==> config.mk <==
export PLATFORM = sky130hd
export DESIGN_NAME = supervisor_watchdog_write_lock
export DESIGN_NICKNAME = d
export VERILOG_FILES = /design/src/rtl/supervisor_pkg.sv /design/src/rtl/page_buf_if.sv /design/src/rtl/page_buffer.sv /design/src/rtl/supervisor_watchdog_write_lock.sv
export SDC_FILE = /design/constraint.sdc
export NUM_CORES = 1
export LEC_CHECK = 0
export BUFFER_PORTS_ARGS = -buffer_cell sky130_fd_sc_hd__buf_2
export CAP_MARGIN = 10
export CORE_MARGIN = 3
export CORE_UTILIZATION = 48
export DETAILED_ROUTE_END_ITERATION = 6
export PLACE_DENSITY = 0.67
export SYNTH_ARGS = -nofsm -noshare
export SYNTH_HDL_FRONTEND = slang
export SYNTH_SLANG_ARGS = --single-unit
==> constraint.sdc <==
create_clock -name clk_in -period 2.45 [get_ports clk_in]
set_input_delay 0.3675 -clock clk_in [delete_from_list [all_inputs] [get_ports clk_in]]
set_output_delay 0.3675 -clock clk_in [all_outputs]
set_load 0.01 [all_outputs]
==> src/rtl/supervisor_pkg.sv <==
// Behaviour
// - watchdog times 1.6 s without activity, then asserts reset.
// - watchdog activity comes only from the serial data line.
// - a build option removes the watchdog completely.
// - reset outputs are active while the supply is out of tolerance.
// - reset stays asserted 200 ms after the supply recovers.
// - two complementary reset outputs show one internal reset condition.
// - reset pin press is debounced and starts a reset sequence.
// - page writes are buffered in 16-byte units.
// - write-protect input high refuses all memory writes.
// - supply below threshold inhibits memory writes.
// - program cycle starts at stop ending a write, finishes within 10 ms.
// - during program cycle bus is disabled, data line released, address ignored.
// - every data line transition clears the watchdog count.
// - watchdog count held at zero while reset is asserted.
// - watchdog expiry asserts both reset outputs.
// - while reset is active, accesses are ignored and no acknowledge is driven.
package supervisor_pkg;
    localparam int CLK_HZ = 100000000;
    localparam int TICK_MS = 1;
    localparam int TICK_CYCLES = CLK_HZ / 1000 * TICK_MS;
    localparam real WATCHDOG_S = 1.6;
    localparam int WATCHDOG_TICKS = 1600;
    localparam int PURST_MS = 200;
    localparam int PURST_TICKS = PURST_MS / TICK_MS;
    localparam int WRITE_MS = 10;
    localparam int WRITE_TICKS = WRITE_MS / TICK_MS;
    localparam int PAGE_BYTES = 16;
    localparam int PAGE_AW = 4;
    localparam int DATA_W = 8;
    localparam int TICK_W = 17;
    localparam int CNT_W = 11;
    localparam logic [7:0] PAGE_RESET_BYTE = 8'hFF;
    typedef enum logic [1:0] {RS_RUN, RS_HOLD, RS_TIMEOUT} reset_state_t;
endpackage

==> src/rtl/page_buf_if.sv <==
`timescale 1ns/1ns
interface page_buf_if;
    import supervisor_pkg::*;
    logic wr_en;
    logic [PAGE_AW-1:0] wr_addr;
    logic [DATA_W-1:0] wr_data;
    logic [PAGE_AW-1:0] rd_addr;
    logic [DATA_W-1:0] rd_data;
    modport ctrl (output wr_en, output wr_addr, output wr_data, output rd_addr, input rd_data);
    modport mem (input wr_en, input wr_addr, input wr_data, input rd_addr, output rd_data);
endinterface

==> src/rtl/page_buffer.sv <==
`timescale 1ns/1ns
module page_buffer
    import supervisor_pkg::*;
(
    input wire logic clk_in,
    input wire logic rst_in,
    page_buf_if.mem buf_port
);
    logic [DATA_W-1:0] mem_reg [PAGE_BYTES];
    logic [DATA_W-1:0] rd_reg;

    assign buf_port.rd_data = rd_reg;

    always_ff @(posedge clk_in) begin
        if (rst_in) begin
            rd_reg <= PAGE_RESET_BYTE;
        end else begin
            rd_reg <= mem_reg[buf_port.rd_addr];
        end
    end

    // one page of 16 bytes holds a write sequence before programming
    always_ff @(posedge clk_in) begin
        if (buf_port.wr_en) begin
            mem_reg[buf_port.wr_addr] <= buf_port.wr_data;
        end
    end
endmodule // page_buffer

==> src/rtl/supervisor_watchdog_write_lock.sv <==
`timescale 1ns/1ns
module supervisor_watchdog_write_lock
    import supervisor_pkg::*;
#(
    parameter bit WATCHDOG_EN = 1'b1,
    parameter int TICK_DIV = TICK_CYCLES,
    parameter int WDOG_TICKS = WATCHDOG_TICKS,
    parameter int TIMEOUT_TICKS = PURST_TICKS,
    parameter int PROG_TICKS = WRITE_TICKS
) (
    input wire logic clk_in,
    input wire logic rst_in,
    input wire logic supply_ok_in,
    input wire logic wp_in,
    input wire logic scl_in,
    input wire logic sda_in,
    input wire logic rst_hi_pin_in,
    input wire logic rst_lo_n_pin_in,
    input wire logic ack_drive_in,
    input wire logic write_seq_in,
    input wire logic page_wr_in,
    input wire logic [PAGE_AW-1:0] page_wr_addr_in,
    input wire logic [DATA_W-1:0] page_wr_data_in,
    input wire logic [PAGE_AW-1:0] page_rd_addr_in,
    output logic [DATA_W-1:0] page_rd_data_out,
    output logic rst_hi_out,
    output logic rst_hi_oe_out,
    output logic rst_lo_n_out,
    output logic rst_lo_n_oe_out,
    output logic sda_out,
    output logic sda_oe_out,
    output logic bus_enable_out,
    output logic prog_active_out
);
    localparam logic [TICK_W-1:0] TICK_LAST = TICK_W'(TICK_DIV - 1);
    localparam logic [CNT_W-1:0] WDOG_LAST = CNT_W'(WDOG_TICKS - 1);
    localparam logic [CNT_W-1:0] TIMEOUT_LAST = CNT_W'(TIMEOUT_TICKS - 1);
    localparam logic [CNT_W-1:0] PROG_LAST = CNT_W'(PROG_TICKS - 1);

    // two-stage synchronisers for every pin
    logic [5:0] sync1_reg;
    logic [5:0] sync2_reg;
    logic sda_prev_reg;
    logic scl_prev_reg;
    always_ff @(posedge clk_in) begin
        if (rst_in) begin
            // pins start at their idle levels so no false edge follows reset
            sync1_reg <= 6'h38;
            sync2_reg <= 6'h38;
            sda_prev_reg <= 1'b1;
            scl_prev_reg <= 1'b1;
        end else begin
            sync1_reg <= {sda_in, scl_in, rst_lo_n_pin_in, rst_hi_pin_in, wp_in, supply_ok_in};
            sync2_reg <= sync1_reg;
            sda_prev_reg <= sync2_reg[5];
            scl_prev_reg <= sync2_reg[4];
        end
    end
    wire supply_ok = sync2_reg[0];
    wire wp_s = sync2_reg[1];
    wire hi_pin_s = sync2_reg[2];
    wire lo_n_pin_s = sync2_reg[3];
    wire scl_s = sync2_reg[4];
    wire sda_s = sync2_reg[5];
    wire sda_edge = sda_s ^ sda_prev_reg;
    wire stop_seen = scl_s && scl_prev_reg && sda_s && !sda_prev_reg;

    // reference tick shared by all intervals
    logic [TICK_W-1:0] tick_cnt_reg;
    wire tick = (tick_cnt_reg == TICK_LAST);
    always_ff @(posedge clk_in) begin
        if (rst_in || tick) begin
            tick_cnt_reg <= '0;
        end else begin
            tick_cnt_reg <= tick_cnt_reg + 1'b1;
        end
    end

    // manual reset: pins sampled each tick, a press counts when seen at one tick after an idle sample
    logic hi_smp_reg;
    logic lo_n_smp_reg;
    reset_state_t state_reg;
    wire reset_active = (state_reg != RS_RUN);
    always_ff @(posedge clk_in) begin
        if (rst_in) begin
            hi_smp_reg <= 1'b0;
            lo_n_smp_reg <= 1'b1;
        end else if (tick) begin
            hi_smp_reg <= hi_pin_s;
            lo_n_smp_reg <= lo_n_pin_s;
        end
    end
    wire hi_rise = tick && !hi_smp_reg && hi_pin_s;
    wire lo_fall = tick && lo_n_smp_reg && !lo_n_pin_s;
    wire manual_press = !reset_active && (hi_rise || lo_fall);

    // watchdog on the data line only
    logic [CNT_W-1:0] wdog_cnt_reg;
    logic [CNT_W-1:0] wdog_cnt_next;
    wire wdog_expire = WATCHDOG_EN && tick && (wdog_cnt_reg == WDOG_LAST);
    always_comb begin
        wdog_cnt_next = wdog_cnt_reg;
        if (!WATCHDOG_EN || reset_active) begin
            wdog_cnt_next = '0;
        end else if (sda_edge) begin
            wdog_cnt_next = '0;
        end else if (tick) begin
            wdog_cnt_next = wdog_cnt_reg + 1'b1;
        end
    end
    always_ff @(posedge clk_in) begin
        if (rst_in) begin
            wdog_cnt_reg <= '0;
        end else begin
            wdog_cnt_reg <= wdog_cnt_next;
        end
    end

    // reset sequencer
    logic [CNT_W-1:0] to_cnt_reg;
    reset_state_t state_next;
    always_comb begin
        state_next = state_reg;
        unique case (state_reg)
            RS_RUN: begin
                if (!supply_ok) begin
                    state_next = RS_HOLD;
                end else if (wdog_expire || manual_press) begin
                    state_next = RS_TIMEOUT;
                end
            end
            RS_HOLD: begin
                if (supply_ok) begin
                    state_next = RS_TIMEOUT;
                end
            end
            RS_TIMEOUT: begin
                if (!supply_ok) begin
                    state_next = RS_HOLD;
                end else if (tick && to_cnt_reg == TIMEOUT_LAST) begin
                    state_next = RS_RUN;
                end
            end
            default: begin
                state_next = RS_HOLD;
            end
        endcase
    end
    always_ff @(posedge clk_in) begin
        if (rst_in) begin
            state_reg <= RS_HOLD;
            to_cnt_reg <= '0;
        end else begin
            state_reg <= state_next;
            if (state_next != RS_TIMEOUT || state_reg != RS_TIMEOUT) begin
                to_cnt_reg <= '0;
            end else if (tick) begin
                to_cnt_reg <= to_cnt_reg + 1'b1;
            end
        end
    end

    // write lock and program cycle
    logic busy_reg;
    logic [CNT_W-1:0] prog_cnt_reg;
    wire write_allowed = !wp_s && supply_ok && !reset_active;
    wire prog_start = !busy_reg && stop_seen && write_seq_in && write_allowed;
    wire prog_done = busy_reg && tick && (prog_cnt_reg == PROG_LAST);
    always_ff @(posedge clk_in) begin
        if (rst_in) begin
            busy_reg <= 1'b0;
            prog_cnt_reg <= '0;
        end else begin
            if (prog_start) begin
                busy_reg <= 1'b1;
                prog_cnt_reg <= '0;
            end else if (prog_done) begin
                busy_reg <= 1'b0;
            end else if (busy_reg && tick) begin
                prog_cnt_reg <= prog_cnt_reg + 1'b1;
            end
        end
    end

    wire bus_en = !busy_reg && !reset_active;
    wire buf_wr = page_wr_in && bus_en && write_allowed;

    page_buf_if pbuf ();
    assign pbuf.wr_en = buf_wr;
    assign pbuf.wr_addr = page_wr_addr_in;
    assign pbuf.wr_data = page_wr_data_in;
    assign pbuf.rd_addr = page_rd_addr_in;

    page_buffer u_page_buffer (
        .clk_in(clk_in),
        .rst_in(rst_in),
        .buf_port(pbuf)
    );

    always_ff @(posedge clk_in) begin
        if (rst_in) begin
            rst_hi_out <= 1'b1;
            rst_hi_oe_out <= 1'b1;
            rst_lo_n_out <= 1'b0;
            rst_lo_n_oe_out <= 1'b1;
            sda_out <= 1'b0;
            sda_oe_out <= 1'b0;
            bus_enable_out <= 1'b0;
            prog_active_out <= 1'b0;
            page_rd_data_out <= PAGE_RESET_BYTE;
        end else begin
            rst_hi_out <= reset_active;
            rst_hi_oe_out <= reset_active;
            rst_lo_n_out <= !reset_active;
            rst_lo_n_oe_out <= reset_active;
            sda_out <= 1'b0;
            // the bus drops in the same cycle as the program cycle starts
            sda_oe_out <= ack_drive_in && bus_en && !prog_start;
            bus_enable_out <= bus_en && !prog_start;
            prog_active_out <= busy_reg || prog_start;
            page_rd_data_out <= pbuf.rd_data;
        end
    end
endmodule // supervisor_watchdog_write_lock

Word-level counts from Yosys, hierarchy flattened --
Memories as Yosys holds them, arrays and structs flattened. A register that Yosys moved wholly into a read port is not among the register bits. Cells that the tools add are included.
Operators by class: equal/unequal tests 8, bitwise gates (word level) 2, shift operators 0, add/subtract/negate cells 4, div/mod/pow operators 0, multiply operators 0, order comparisons 0, multiplexer cells 10, reduce and logical (&&, ||, !) cells 42
Operators with widths (count):
- adder 11 x 1 -> 11 bit, second input constant | 3
- logical AND 1 bit | 23
- adder 17 x 1 -> 17 bit, second input constant | 1
- equality test 17 bit, second input constant | 1
- equality test 11 bit, second input constant | 1
- equality test 11 x 4 -> 1 bit, second input constant | 1
- equality test 11 x 8 -> 1 bit, second input constant | 1
- two-way mux 2 bit | 5
- logical NOT 1 bit | 7
- case mux 2 bit (3 select lines) | 1
- logical OR 1 bit | 5
- two-way mux 1 bit | 4
- != test 2 bit, second input constant | 2
- nonzero test 2 bit | 2
- OR reduction 2 bit | 2
- OR reduction 3 bit | 1
- equality test 2 x 1 -> 1 bit, second input constant | 1
- equality test 2 bit, second input constant | 1
- logical NOT 2 bit | 1
- AND reduction 2 bit | 1
- NOT 1 bit | 1
- XOR 1 bit | 1
Word-level totals: RAM bits 128, bits in latches 0, word-level logic and storage cells 85, memories 1, bits in registers 82, bits in read-only memories 0, output and inout bits 16
Memory list:
- u_page_buffer.mem_reg | depth 16, bits a word 8, read ports 1, clocked after Yosys merged registers in 1, wr ports 1, line page_buffer.sv:9 | logic [DATA_W-1:0] mem_reg [PAGE_BYTES];

Logic depth before layout (Yosys ltp) --
depth after elaboration 12, mapped depth 8

By module --
A second synthesis with hierarchy kept.
Second synthesis, totals: cell total of the unflattened synthesis 657, area total of the unflattened synthesis 8728.4 um2
Modules (own cells, without submodules):
- page_buffer | seq. area each 4003.8 um2, cells each 275, instances 1, area each 5291.3 um2
- supervisor_watchdog_write_lock | seq. area each 1641.6 um2, cells each 382, instances 1, area each 3437.0 um2

Worst setup path after synthesis --
Ideal clock, no wire load.
path type reg-to-reg, start point register busy_reg, end point memory u_page_buffer.mem_reg[0][0], enable pin, path buffers 1, period minus slack after synthesis 2498 ps, required time 2067 ps, cell stages (with the launch flop) 6, slack -48 ps, library setup time 383 ps, data arrival time 2114 ps, cells stage by stage dfxtp_1 clkbuf_1 nor3_1 and3_1 or3b_2 nor3_1
On the way: word-level cells in the longest chain between the ends 6
Ends and longest elaborated chain:
- start: declaration | line supervisor_watchdog_write_lock.sv:164 | logic busy_reg;
- start signal: assignment | line supervisor_watchdog_write_lock.sv:171 | busy_reg <= 1'b0;
- start signal: assignment | line supervisor_watchdog_write_lock.sv:175 | busy_reg <= 1'b1;
- start signal: assignment | line supervisor_watchdog_write_lock.sv:178 | busy_reg <= 1'b0;
- logical NOT 1 bit | line supervisor_watchdog_write_lock.sv:185 | wire bus_en = !busy_reg && !reset_active;
- logical AND 1 bit | line supervisor_watchdog_write_lock.sv:185
- logical AND 1 bit (2 in a row) | line supervisor_watchdog_write_lock.sv:186 | wire buf_wr = page_wr_in && bus_en && write_allowed;
- two-way mux 1 bit | line page_buffer.sv:24 | if (buf_port.wr_en) begin
- two-way mux 1 bit (implied by the code) | line page_buffer.sv:25 | mem_reg[buf_port.wr_addr] <= buf_port.wr_data;
- end: declaration | line page_buffer.sv:9
Every way passes these cells.

Worst setup path after layout --
start point register tick_cnt_reg[12], end point register prog_cnt_reg[8]
On the way: word-level cells in the longest chain between the ends 5
Ends and longest elaborated chain:
- start: declaration | line supervisor_watchdog_write_lock.sv:69 | logic [TICK_W-1:0] tick_cnt_reg;
- start signal: assignment | line supervisor_watchdog_write_lock.sv:75 | tick_cnt_reg <= tick_cnt_reg + 1'b1;
- equality test 17 bit (*) | line supervisor_watchdog_write_lock.sv:70 | wire tick = (tick_cnt_reg == TICK_LAST);
- logical AND 1 bit (*) | line supervisor_watchdog_write_lock.sv:168, supervisor_watchdog_write_lock.sv:179
- logical AND 1 bit | line supervisor_watchdog_write_lock.sv:168 | wire prog_done = busy_reg && tick && (prog_cnt_reg == PROG_LAST);
- NOT 1 bit (no line)
- AND reduction 2 bit (no line) (*)
- end signal: assignment | line supervisor_watchdog_write_lock.sv:180 | prog_cnt_reg <= prog_cnt_reg + 1'b1;
- end: declaration | line supervisor_watchdog_write_lock.sv:165 | logic [CNT_W-1:0] prog_cnt_reg;
Every way passes the cells marked *; elsewhere a longest branch is shown, timed or not. A chain may end at the register's enable or synchronous reset.

==> summary.md <==
| Metric | Value |
|---|---|
| Status | finished, final reports clean |
| Final Critical Period | 2.38 ns |
| Synth cell types | 54 |
| RSZ-0062 raised after global routing | no |
| Post-CTS Setup Bufs | 0 |
| Min-delay worst type | input port to flip-flop |
| Flops & latches, synth | ~220 |
| Nets@finish | between 700 and 800 |
| Crit path arrival time | 2.80 ns |
| Clk root buf | clkbuf_16 |
| Final Max Tran Viols | 0 |
| Async S/R FF share, synth | 0% |
| RD Place Congestion | 0.842 |
| Worst VDD drop | ~0.00051 V |
| Io pins | 43 |
| Max reg flops | 128 |
| P&R area growth vs syn | 15.6% |
| CP required | approximately 2.9 ns |
| Post-DRT Antenna Nets | 0 |
| CTS sink count | around 220 |
| Path type of the worst setup path | flip-flop to flip-flop |
| Tightest Pin Transition | between 0.8 and 0.9 ns |
| # resized after CTS | 0 |
| CTS Buf Count | 23 |
| Synth warnings | 0 |
| DR iter-0 viols | around 460 |
| Critical path origin | tick_cnt_reg[12] |
| All-layer global routing usage | 17.3% |
| LEAKAGE | 3.37 nW |
| PD cells | ~750 nW/um2 |
| Vias per cell | ~5.7 |
| Detail Placement HPWL | between 10000 and 15000 um |
| Syn Nets | approximately 640 |
| Final hold slack | ~0.052 ns |
| Sequential cell area | between 5000 and 6000 um2 |
| Most frequent cells in the layout | edfxtp_1, dfxtp_1, buf_2 |
| Setup TNS | 0 ns |
| Commonest non-fill, non-tap cell in the layout | edfxtp_1 |
| Grt ovf | 0 |
| Core area | around 17000 um2 |
| Hold path startpoint | sda_in |
| Worst reg2reg path startpoint | tick_cnt_reg[12] |
| Final worst-path cycle share | just under 100% |
| Die X | 140 um |
| Post-synthesis cell area | approximately 8600 um2 |
| DR pass1 iterations | 5 |
| Die Area | slightly below 20000 um2 |
| Initial antenna violation count | 0 |
| CTS tree | yes |
| Reg clk slew, reported paths | about 0.060 ns |
| Post-synth EDFFs | 128 |
| Layout cells sized above 1 | between 20% and 30% |
| Setup violators final | 0 |
| DRC | 0 |
| F_max | 0.420 GHz |
| Final WL | 16900 um |
| Slew headroom | 46.5% |
| Vias post-DR | between 5000 and 6000 |
| Layout fillers | roughly 1400 |
| Post-synthesis sequential area ratio | around 66% |
| Initial core utilization | just under 50% |
| Mapped Avg Cell Area | approximately 14 um2 |
| Max cap viols | 0 |
| CP max FO | 43 |
| Die height | around 140 um |
| Kind of end point of the critical path | flip-flop |
| IO Port Bufs | 41 |
| Vias in the first global route | ~5300 |
| Multi-input gate area | roughly 2800 um2 |
| # diodes | 0 |
| Maximum number of pins on one net before global-route repair | 44 |
| CTS Buffer Depth | 3 |
| Clk_skew | approximately 0.010 ns |
| Final hold viol count | 0 |
| Cell count after synthesis | roughly 600 |
| H-tree depth | 1 |
| Clk_lat worst skew | 0.50 ns |
| Cts hold-fix bufs | 0 |
| WL per Instance | ~18 um |
| Post-synth top flop | edfxtp_1 |
| Global-route wire length before repair | about 27000 um |
| CP startpoint kind | flip-flop |
| Number of cell rows | 48 |
==> logic make-up (layout without fill, tap and decap cells) <==
logic type | Yosys count | in the layout | share of synthesized area, %
xor+xnor | 15 | 15 | 1.53
simple gates | 204 | 204 | 13.3
flops | 218 | 218 | 65.8
fa+ha+maj | 5 | 5 | 0.729
mux | 54 | 54 | 11.0
compound gates | 71 | 71 | 5.50
buf+inv | 43 | 122 | 2.11
other cells | 1 | 1 | 0.0437
==> where the power goes <==
group	switching, mW	internal (mW)
sequential	0.0127	3.91
clock	1.33	1.97
combinational	0.148	0.114
==> through the flow <==
step                setup slack, ns  power, mW  std cells  util, %  cell area [um2]
finish                       0.0719       7.47        915     56.9             9910
global route                0.00505       7.74        915     56.9             9910
CTS                          0.0475       7.55        915     56.9             9910
detailed placement           0.0574       4.26        873     52.7             9180
global placement              0.108       4.25        873     52.7             9180
floorplan                     0.155       4.15        611        -             8580
==> worst max-delay path, stage by stage, from the launching register on <==
cell	delay, ns
dfxtp_1	0.32
or4_4	0.54
or4_4	0.54
buf_12	0.19
or4_1	0.52
a21boi_0	0.18
==> per-layer routing <==
layer  global-route usage [%]  up-vias  routed length (um)
met5                        0        -                   0
met4                     4.54        0                 264
met3                     3.33       22                 942
met2                     28.5      152                8180
met1                     23.8     2557                7470
li1                         -     2466                   -
==> area by class of cell <==
cell class                 count  share of cell area, %
sequential                   218                   56.9
multi-input combinational    350                   27.9
clock buffer                  35                   6.68
timing repair buffer          70                   4.64
tap                          225                   2.84
clock inverter                 7                  0.631
inverter                      10                  0.379
==> worst paths after layout <==
path                                   endpoint  slack, ns  cells after the start
worst max-delay path            prog_cnt_reg[8]       0.07                      5
worst min-delay path               sync1_reg[5]       0.05                      2
worst max register to register  prog_cnt_reg[8]       0.07                      5
worst min register to register     sync2_reg[4]       0.40                      1
==> cells in the mapped netlist, types with 5 or more instances <==
cell / count / area share [%]
a21oi_1: 22 / 1.3
inv_1: 10 / 0.44
o22ai_1: 6 / 0.44
a22oi_1: 8 / 0.70
xor2_1: 8 / 0.82
dfxtp_1: 90 / 21
o21ai_0: 6 / 0.35
nand3_1: 17 / 0.99
nor2_1: 33 / 1.4
or2_2: 17 / 1.2
and4_1: 7 / 0.71
clkbuf_1: 21 / 0.92
nand4_1: 17 / 1.2
and3_1: 5 / 0.36
or4_1: 11 / 0.96
nor2b_1: 11 / 0.80
mux2i_1: 22 / 2.6
edfxtp_1: 128 / 45
ha_1: 5 / 0.73
or3_1: 13 / 0.95
nor3_1: 7 / 0.41
o31ai_1: 10 / 0.87
mux4_2: 32 / 8.4
buf_1: 7 / 0.31
nand2b_1: 8 / 0.58
xnor2_1: 7 / 0.71
nand2_1: 37 / 1.6
No activity file was read; power rests on OpenSTA's default activity.
